**src/atc_pkg.sv**
```systemverilog
// Constants, types and register map for the acquisition trigger control.
// Assumes one 40 MHz clock and an APB master with 32-bit data.
// How it works
// Disabled reference places reference point without waiting
// Digital reference waits for edge on line
// Sources: two function inputs, backplane lines 0-7
// Backplane star line is also a source
// Edge setting picks rising or falling
// Pretrigger sample count kept before reference
// Software command marks reference in software mode
// Software mode waits until command arrives
// IQ power crossing the level marks reference
// Host sets IQ source index to zero
// Slope picks upward or downward power crossing
// Level sets the power threshold to cross
// Disabled start begins acquisition at once
// One reference mode; new setting replaces all
// Digital start waits for edge on source
`default_nettype none
package atc_pkg;
    // Register byte offsets
    localparam logic [7:0] OFF_CTRL      = 8'h00;
    localparam logic [7:0] OFF_REF_CFG   = 8'h04;
    localparam logic [7:0] OFF_START_CFG = 8'h08;
    localparam logic [7:0] OFF_PRETRIG   = 8'h0c;
    localparam logic [7:0] OFF_IQ_LEVEL  = 8'h10;
    localparam logic [7:0] OFF_STATUS    = 8'h14;
    // Control bits, write one to act
    localparam int CTRL_ARM   = 0;
    localparam int CTRL_SOFT  = 1;
    localparam int CTRL_ABORT = 2;
    // Reference configuration fields
    localparam int REF_MODE_LSB  = 0;
    localparam int REF_SRC_LSB   = 2;
    localparam int REF_EDGE_BIT  = 6;
    localparam int REF_SLOPE_BIT = 7;
    localparam int REF_IQSRC_LSB = 8;
    // Start configuration fields
    localparam int START_MODE_BIT = 0;
    localparam int START_SRC_LSB  = 1;
    localparam int START_EDGE_BIT = 5;
    // Status fields
    localparam int STAT_STATE_LSB = 0;
    localparam int STAT_SEEN_BIT  = 4;
    localparam int STAT_SOFT_BIT  = 5;
    localparam int STAT_IQERR_BIT = 6;
    // Reset values
    localparam logic [15:0] REF_CFG_RST   = 16'h0000;
    localparam logic [5:0]  START_CFG_RST = 6'h00;
    localparam logic [15:0] PRETRIG_RST   = 16'h0000;
    localparam logic [31:0] IQ_LEVEL_RST  = 32'h0000_0000;
    // Trigger line indices
    localparam int          NUM_LINES = 11;
    localparam logic [3:0]  SRC_LAST  = 4'ha;
    localparam logic [7:0]  IQ_SRC_ONLY = 8'h00;
    // Reference trigger modes
    typedef enum logic [1:0] {
        ATC_REF_OFF  = 2'h0,
        ATC_REF_DIG  = 2'h1,
        ATC_REF_SOFT = 2'h2,
        ATC_REF_IQ   = 2'h3
    } atc_ref_mode_t;
    // Record sequencer states
    typedef enum logic [3:0] {
        ST_IDLE       = 4'h1,
        ST_WAIT_START = 4'h2,
        ST_PRE_FILL   = 4'h4,
        ST_WAIT_REF   = 4'h8
    } atc_state_t;
    // Trigger lines: star at top, backplane 0-7, function inputs 0-1
    typedef struct packed {
        logic       star;
        logic [7:0] bp;
        logic       function_input_one;
        logic       function_input_zero;
    } atc_lines_t;
    // One IQ sample with its strobe
    typedef struct packed {
        logic               valid;
        logic signed [15:0] i;
        logic signed [15:0] q;
    } atc_iq_t;
endpackage
`default_nettype wire

```
**src/atc_top.sv**
```systemverilog
// Acquisition trigger control: start gating and reference marking.
// Assumes an APB master, pins from outside, IQ samples on pclk.
`timescale 1ns/1ps
`default_nettype none
module atc_top
(
    // Clock, reset, enable
    input  wire logic               pclk,
    input  wire logic               presetn,
    input  wire logic               pclk_en,
    // APB slave
    input  wire logic [7:0]         paddr,
    input  wire logic               psel,
    input  wire logic               penable,
    input  wire logic               pwrite,
    input  wire logic [31:0]        pwdata,
    output logic      [31:0]        prdata,
    output logic                    pready,
    output logic                    pslverr,
    // Trigger pins
    input  wire atc_pkg::atc_lines_t trig_lines,
    // IQ samples
    input  wire atc_pkg::atc_iq_t   iq_in,
    // Acquisition outputs
    output logic                    acq_run,
    output logic                    ref_mark
);
    // Configuration registers
    logic [15:0] ref_cfg;   // Reference mode, source, edge, slope
    logic [5:0]  start_cfg; // Start mode, source, edge
    logic [15:0] pretrig;   // Pretrigger sample count
    logic [31:0] iq_level;  // Power threshold
    // Sequencer state
    atc_pkg::atc_state_t st;
    atc_pkg::atc_state_t next_st;
    logic [15:0] pre_cnt;   // Samples counted while filling the pretrigger window
    logic        soft_pend; // Software trigger waiting
    logic        ref_seen;  // Reference marked since arm
    logic [atc_pkg::NUM_LINES-1:0] lines_f;    // Filtered lines
    logic [atc_pkg::NUM_LINES-1:0] lines_prev; // Previous levels
    logic        iq_prev_above; // Last power above level
    logic        iq_primed;     // One sample seen this record

    // Edge hit on a chosen line with range guard
    function automatic logic edge_hit(
        input logic [atc_pkg::NUM_LINES-1:0] now,
        input logic [atc_pkg::NUM_LINES-1:0] prev,
        input logic [3:0]                    sel,
        input logic                          fall);
        logic hit;
        hit = 1'b0;
        if (sel <= atc_pkg::SRC_LAST)
        begin
            hit = fall ? (prev[sel] & ~now[sel]) : (~prev[sel] & now[sel]);
        end
        return hit;
    endfunction

    // Pin synchroniser
    atc_pin_sync u_sync
    (
        .pclk      (pclk),
        .presetn   (presetn),
        .pclk_en   (pclk_en),
        .pin_in    (trig_lines),
        .level_out (lines_f)
    );

    // Field decode
    wire atc_pkg::atc_ref_mode_t ref_mode =
        atc_pkg::atc_ref_mode_t'(ref_cfg[atc_pkg::REF_MODE_LSB +: 2]);
    wire logic [3:0] ref_src    = ref_cfg[atc_pkg::REF_SRC_LSB +: 4];
    wire logic       ref_fall   = ref_cfg[atc_pkg::REF_EDGE_BIT];
    wire logic       slope_fall = ref_cfg[atc_pkg::REF_SLOPE_BIT];
    wire logic [7:0] iq_src     = ref_cfg[atc_pkg::REF_IQSRC_LSB +: 8];
    wire logic       start_dig  = start_cfg[atc_pkg::START_MODE_BIT];
    wire logic [3:0] start_src  = start_cfg[atc_pkg::START_SRC_LSB +: 4];
    wire logic       start_fall = start_cfg[atc_pkg::START_EDGE_BIT];

    // APB decode
    wire logic setup    = psel & ~penable;
    wire logic done     = psel & penable & pready & pclk_en;
    wire logic wr       = done & pwrite;
    wire logic hit_ctrl = paddr == atc_pkg::OFF_CTRL;
    wire logic hit_ref  = paddr == atc_pkg::OFF_REF_CFG;
    wire logic hit_strt = paddr == atc_pkg::OFF_START_CFG;
    wire logic hit_pre  = paddr == atc_pkg::OFF_PRETRIG;
    wire logic hit_lvl  = paddr == atc_pkg::OFF_IQ_LEVEL;
    wire logic hit_stat = paddr == atc_pkg::OFF_STATUS;
    wire logic addr_ok  = hit_ctrl | hit_ref | hit_strt | hit_pre |
                          hit_lvl | hit_stat;
    wire logic arm_wr   = wr & hit_ctrl & pwdata[atc_pkg::CTRL_ARM];
    wire logic soft_wr  = wr & hit_ctrl & pwdata[atc_pkg::CTRL_SOFT];
    wire logic abort_wr = wr & hit_ctrl & pwdata[atc_pkg::CTRL_ABORT];

    // Digital edges on the chosen lines
    wire logic ref_dig_hit   = edge_hit(lines_f, lines_prev, ref_src, ref_fall);
    wire logic start_dig_hit = edge_hit(lines_f, lines_prev, start_src, start_fall);

    // Complex power and crossing
    wire logic signed [31:0] i_sq = iq_in.i * iq_in.i;
    wire logic signed [31:0] q_sq = iq_in.q * iq_in.q;
    wire logic [32:0] iq_power = {1'b0, i_sq} + {1'b0, q_sq};
    wire logic iq_above  = iq_power > {1'b0, iq_level};
    wire logic iq_src_ok = iq_src == atc_pkg::IQ_SRC_ONLY;
    wire logic iq_cross  = iq_primed & (slope_fall ? (iq_prev_above & ~iq_above)
                                                   : (~iq_prev_above & iq_above));
    wire logic iq_hit    = iq_in.valid & iq_src_ok & iq_cross;
    wire logic iq_err    = (ref_mode == atc_pkg::ATC_REF_IQ) & ~iq_src_ok;

    // Pretrigger window filled
    wire logic pre_full = pre_cnt >= pretrig;
    wire logic in_ref   = st == atc_pkg::ST_WAIT_REF;

    // Reference event by mode, only one mode active
    logic ref_event;
    always_comb
    begin
        case (ref_mode)
            atc_pkg::ATC_REF_OFF:  ref_event = 1'b1;
            atc_pkg::ATC_REF_DIG:  ref_event = ref_dig_hit;
            atc_pkg::ATC_REF_SOFT: ref_event = soft_pend;
            atc_pkg::ATC_REF_IQ:   ref_event = iq_hit;
            default:               ref_event = 1'b0;
        endcase
    end
    wire logic ref_go = in_ref & ref_event & ~abort_wr;

    // Sequencer next state
    always_comb
    begin
        next_st = st;
        case (st)
            atc_pkg::ST_IDLE:
            begin
                if (arm_wr & ~abort_wr)
                begin
                    // Disabled start skips waiting
                    next_st = start_dig ? atc_pkg::ST_WAIT_START
                                        : atc_pkg::ST_PRE_FILL;
                end
            end
            atc_pkg::ST_WAIT_START:
            begin
                if (abort_wr)
                begin
                    next_st = atc_pkg::ST_IDLE;
                end
                else if (start_dig_hit | ~start_dig)
                begin
                    next_st = atc_pkg::ST_PRE_FILL;
                end
            end
            atc_pkg::ST_PRE_FILL:
            begin
                if (abort_wr)
                begin
                    next_st = atc_pkg::ST_IDLE;
                end
                else if (pre_full)
                begin
                    next_st = atc_pkg::ST_WAIT_REF;
                end
            end
            atc_pkg::ST_WAIT_REF:
            begin
                // Stays here until the event, soft mode included
                if (abort_wr | ref_go)
                begin
                    next_st = atc_pkg::ST_IDLE;
                end
            end
            default:
            begin
                next_st = atc_pkg::ST_IDLE;
            end
        endcase
    end

    // Read data mux
    wire logic [31:0] stat_word = {25'h0, iq_err, soft_pend, ref_seen, st};
    wire logic [31:0] rd_word =
        hit_ref  ? {16'h0, ref_cfg}   :
        hit_strt ? {26'h0, start_cfg} :
        hit_pre  ? {16'h0, pretrig}   :
        hit_lvl  ? iq_level           :
        hit_stat ? stat_word          : 32'h0000_0000;
    wire logic arm_go = (st == atc_pkg::ST_IDLE) & (next_st != atc_pkg::ST_IDLE);

    // APB answer: ready in the first access cycle
    always_ff @(posedge pclk or negedge presetn)
    begin
        if (!presetn)
        begin
            pready  <= 1'b0;
            prdata  <= 32'h0000_0000;
            pslverr <= 1'b0;
        end
        else if (pclk_en)
        begin
            pready  <= setup;
            pslverr <= setup & ~addr_ok;
            prdata  <= (setup & ~pwrite) ? rd_word : 32'h0000_0000;
        end
    end

    // Configuration writes, whole field set replaced
    always_ff @(posedge pclk or negedge presetn)
    begin
        if (!presetn)
        begin
            ref_cfg   <= atc_pkg::REF_CFG_RST;
            start_cfg <= atc_pkg::START_CFG_RST;
            pretrig   <= atc_pkg::PRETRIG_RST;
            iq_level  <= atc_pkg::IQ_LEVEL_RST;
        end
        else if (wr)
        begin
            if (hit_ref)
            begin
                ref_cfg <= pwdata[15:0];
            end
            if (hit_strt)
            begin
                start_cfg <= pwdata[5:0];
            end
            if (hit_pre)
            begin
                pretrig <= pwdata[15:0];
            end
            if (hit_lvl)
            begin
                iq_level <= pwdata;
            end
        end
    end

    // Sequencer, counters and flags
    always_ff @(posedge pclk or negedge presetn)
    begin
        if (!presetn)
        begin
            st            <= atc_pkg::ST_IDLE;
            pre_cnt       <= 16'h0000;
            soft_pend     <= 1'b0;
            ref_seen      <= 1'b0;
            lines_prev    <= '0;
            iq_prev_above <= 1'b0;
            iq_primed     <= 1'b0;
            acq_run       <= 1'b0;
            ref_mark      <= 1'b0;
        end
        else if (pclk_en)
        begin
            st         <= next_st;
            lines_prev <= lines_f;
            acq_run    <= next_st != atc_pkg::ST_IDLE;
            ref_mark   <= ref_go;
            // Count samples only while filling the window
            if (arm_go)
            begin
                pre_cnt <= 16'h0000;
            end
            else if ((st == atc_pkg::ST_PRE_FILL) & iq_in.valid & ~pre_full)
            begin
                pre_cnt <= pre_cnt + 16'h0001;
            end
            // A new command wins over its consumption
            soft_pend <= soft_wr | (soft_pend & ~(arm_go | abort_wr |
                         (in_ref & (ref_mode == atc_pkg::ATC_REF_SOFT))));
            // Seen flag set by a mark, cleared by a new arm
            ref_seen <= ref_go | (ref_seen & ~arm_go);
            // Power history restarts with each record
            if (arm_go)
            begin
                iq_primed <= 1'b0;
            end
            else if (iq_in.valid)
            begin
                iq_primed     <= 1'b1;
                iq_prev_above <= iq_above;
            end
        end
    end
endmodule
`default_nettype wire

```
**src/atc_pin_sync.sv**
```systemverilog
// Three-stage synchroniser with agreement filter for trigger pins.
// Assumes pins are asynchronous to pclk.
`timescale 1ns/1ps
`default_nettype none
module atc_pin_sync
(
    // Clock and reset
    input  wire logic                          pclk,
    input  wire logic                          presetn,
    input  wire logic                          pclk_en,
    // Pins and filtered levels
    input  wire logic [atc_pkg::NUM_LINES-1:0] pin_in,
    output logic      [atc_pkg::NUM_LINES-1:0] level_out
);
    genvar n;
    generate
        for (n = 0; n < atc_pkg::NUM_LINES; n = n + 1)
        begin : g_line
            logic s1; // Metastable stage, read only by s2
            logic s2; // Second stage
            logic s3; // Third stage
            logic lv; // Accepted level
            // Shift and accept once stages two and three agree
            always_ff @(posedge pclk or negedge presetn)
            begin
                if (!presetn)
                begin
                    s1 <= 1'b0;
                    s2 <= 1'b0;
                    s3 <= 1'b0;
                    lv <= 1'b0;
                end
                else if (pclk_en)
                begin
                    s1 <= pin_in[n];
                    s2 <= s1;
                    s3 <= s2;
                    if (s2 == s3)
                    begin
                        lv <= s3;
                    end
                end
            end
            assign level_out[n] = lv;
        end
    endgenerate
endmodule
`default_nettype wire

```
**config.mk**
```make
export PLATFORM = sky130hd
export DESIGN_NAME = atc_top
export DESIGN_NICKNAME = d
export VERILOG_FILES = /design/src/atc_pkg.sv /design/src/atc_top.sv /design/src/atc_pin_sync.sv
export SDC_FILE = /design/constraint.sdc
export NUM_CORES = 2
export LEC_CHECK = 0
export ABC_AREA = 1
export BUFFER_PORTS_ARGS = -buffer_cell sky130_fd_sc_hd__clkbuf_2
export CELL_PAD_IN_SITES_DETAIL_PLACEMENT = 0
export CELL_PAD_IN_SITES_GLOBAL_PLACEMENT = 1
export CORE_MARGIN = 10
export CORE_UTILIZATION = 25
export DETAILED_ROUTE_END_ITERATION = 10
export PLACE_DENSITY_LB_ADDON = 0.12
export SETUP_SLACK_MARGIN = 0.2
export SYNTH_ARGS = -nofsm -noshare
export SYNTH_HDL_FRONTEND = slang
export SYNTH_SLANG_ARGS = --single-unit
```
**constraint.sdc**
```tcl
create_clock -name pclk -period 2.06 [get_ports pclk]
set_clock_uncertainty 0.05 [all_clocks]
set_input_delay 0.412 -clock pclk [delete_from_list [all_inputs] [get_ports pclk]]
set_output_delay 0.412 -clock pclk [all_outputs]
set_load 0.05 [all_outputs]
```
==> metrics.yaml <==
yosys:
  synth_top_area_share: 0.326
  syn_nets: 4303
  syn_area_per_cell_um2: 8.27
  ys_ff_latch: 185
  synth-edff-count: 0
  syn_area_mm2: 0.0288
  yosysTopAreaCell: "fa_1"
  ys.flop_type: "dfrtp_1"
  synthCells: 3486
  synthTopCellsByArea: "fa_1 (33%), dfrtp_1 (16%), inv_1 (12%)"
  synthArstFlopShare: 1.00
  yosysSeqAreaShare: 0.161
  yosysUniqueCellTypes: 54
  ys_warn_count: 0
critical_path:
  critPathLaunchType: "primary input"
  reg2reg_to: "iq_prev_above"
  cp_common_cell: "buf_4"
  worstPathRequired_ps: 2400
  slowest_stage: "fa_1"
  reg2reg_slack_ps: -520
  crit_type: "in2reg"
  cpPeakStageDelay_ps: 530
  r2r-start: "iq_level[16]"
  r2r.worst_path.cells: 18
  critPathCaptureType: "flip-flop"
  crit_fanout: 8
  cp_data_arrival_time_ps: 8340
detailed_routing:
  highest_layer: "met4"
  drtIter0Drc: 939
  vias: 24000
  final_antenna_net_count: 0
  viasPerCell: 4.17
  first_pass_iters: 6
  met3_length_mm: 1.90
  route.detailed.drc: 0
  m1WireLength_mm: 42.0
  wirelength_mm: 89.7
  routedWlPerCell_um: 15.6
  wl_met2_mm: 44.8
clock_network:
  clk_latency_ps: 500
  clock_sinks: 185
  cts_buffer_depth: 2
  htree_num_levels: 4
  cts_tree: "built"
  cts_root_buf: "clkbuf_16"
  clkSlewWorstSetupHoldPaths_ps: 90
  cts_made_buffers: 17
sta:
  rsz0062_at_grt: "true"
  tns_ps: -38270
  hold_viol_final: 0
  fin_ws_ps: -5930
  setup_viol: 23
  worst_slew_pin_slew_ps: 513
  slew-limit-headroom: 0.658
  period_share: 3.88
  slew_violations: 0
  fmaxAchievable_mhz: 125
  min_period_ps: 7990
floorplanning:
  die_w_um: 360
  die_h_um: 360
  core_mm2: 0.115
  row_count: 124
  start_util: 0.252
  die_area_mm2: 0.129
  ios: 126
global_routing:
  grt_pass1_vias: 26100
  grt_pass1_wl_mm: 145
  grt_usage: 0.141
  overflow: 0
  antenna_found_initial: 0
  grt_max_degree: 86
place:
  io_buffers: 125
  place_congestion: 0.801
  dp_hpwl_mm: 77.8
final_layout:
  num_antenna_cells: 0
  drive_gt1_frac: 0.275
  syn_to_final_growth_pct: 35.2
  final_nets: 5056
  fill_cells: 12200
  utilization: 0.341
flow_run:
  cap_violations: 0
status:
  violations: "setup timing"
  status: "finished, violations left"
hold_path:
  whs_path_depth: 3
  holdPathEnd: "u_sync.g_line[1].s1"
  min-delay-start: "trig_lines[1]"
  hold_path_class: "in2reg"
[layer usage]
metal | global-route usage | vias up
met3 | 0.0158 | 51
met5 | 0 | -
met4 | 0.0223 | 0
li1 | - | 12000
met1 | 0.187 | 11800
met2 | 0.249 | 210
[timing repair]
action	CTS	global route
endpoints found under the hold margin	34	0
hold buffers	1	0
pin swaps	122	67
resized for setup	291	79
endpoints found under the setup margin	26	27
setup buffers	32	19
gates cloned	1	0
[flip-flops by register name, summed over array words and instances, names as in the netlist, 11 cells and up]
| name | cells |
|---|---|
| iq_level | 32 |
| prdata | 32 |
| pre_cnt | 16 |
| pretrig | 16 |
| ref_cfg | 16 |
| lines_prev | 11 |
| u_sync.g_line.lv | 11 |
| u_sync.g_line.s1 | 11 |
| u_sync.g_line.s2 | 11 |
| u_sync.g_line.s3 | 11 |
[area by class of cell]
type                       instances  area [µm²]  share of cell area
clock buffer                      18         429              0.0110
clock inverter                    14         175             0.00449
inverter                         965        3640              0.0934
multi-input combinational       2231       21600               0.553
sequential                       185        4630               0.119
tap                             1512        1890              0.0485
timing repair buffer             839        6670               0.171
[through the flow]
stage | instance area (µm²) | setup WS, ps | instances | hold WS (ps)
detailed placement | 36400 | -6880 | 5679 | 281
global placement | 36400 | -6910 | 5679 | 280
floorplan | 29300 | -5880 | 3486 | 66.4
CTS | 38500 | -5900 | 5745 | 27.5
finish | 39000 | -5930 | 5764 | 76.6
global route | 39000 | -6400 | 5764 | 56.8
[critical path: cells and delay by family]
kind | cells | cell delay (ps)
AO/OA/AOI/OAI | 6 | 890
XOR/XNOR | 2 | 280
adder cells (fa/ha/maj) | 9 | 3820
buffers and inverters | 12 | 1400
AND/OR/NAND/NOR | 15 | 1510
[Yosys cell counts, types with 3 or more instances]
master / instances
ha_1: 258
nand3_1: 55
o21ai_1: 8
o21a_1: 8
o221ai_1: 4
clkinv_1: 5
a31o_2: 4
a31oi_1: 11
o21ai_0: 175
nor3_1: 35
a211oi_1: 3
o2111ai_1: 6
o211ai_1: 13
nor4_1: 9
nor2_1: 131
a21oi_2: 5
buf_2: 11
nand4_1: 13
o31ai_1: 3
nor2_2: 4
inv_1: 960
buf_1: 4
o21bai_1: 13
o21ai_2: 3
o21bai_2: 3
a21oi_1: 164
nand2_2: 8
nand2_1: 632
dfrtp_1: 184
clkbuf_1: 89
xnor2_1: 45
a32o_1: 22
nand3b_1: 4
a21o_1: 9
a21boi_2: 3
o22ai_1: 9
xor2_1: 80
fa_1: 469
a221oi_1: 5
[kinds of logic (layout without fill, tap and decap cells)]
| group | Yosys count | count (layout) | share of synthesized area |
|---|---|---|---|
| AOI/OAI and AO/OA | 476 | 476 | 0.0970 |
| xor gates and xnor gates | 125 | 125 | 0.0380 |
| adders and majority gates | 727 | 727 | 0.438 |
| buffers and inverters | 1070 | 1836 | 0.140 |
| DFF | 185 | 185 | 0.161 |
| and+or+nand+nor | 903 | 903 | 0.127 |
[cells in the final DEF, fill, tap and decap left out, types with 16 or more instances in the layout]
master,n
nor2_1,118
dfrtp_1,183
clkbuf_16,24
ha_1,226
a32o_1,22
inv_1,915
buf_12,22
o21ai_0,156
nand3_1,41
buf_6,24
a21oi_2,36
xnor2_1,43
o21ai_1,20
nand2_2,43
inv_2,42
buf_4,666
clkbuf_2,93
fa_1,454
nand2_1,579
a21oi_1,132
ha_4,32
xor2_1,73
nor3_1,19
nand2_4,16
[how the worst max path moves through the flow]
stage,from,to,cells after the start
2_1_floorplan,iq_in[3],acq_run,43
3_3_place_gp,iq_in[18],st[0],45
3_5_place_dp,iq_in[2],acq_run,45
4_1_cts,iq_in[9],ref_seen,44
5_1_grt,iq_in[17],ref_seen,46
6_report,iq_in[26],iq_prev_above,44
Power is not shown: default switching activity piles up to over one toggle a cycle in this logic, so the estimate is an artifact.
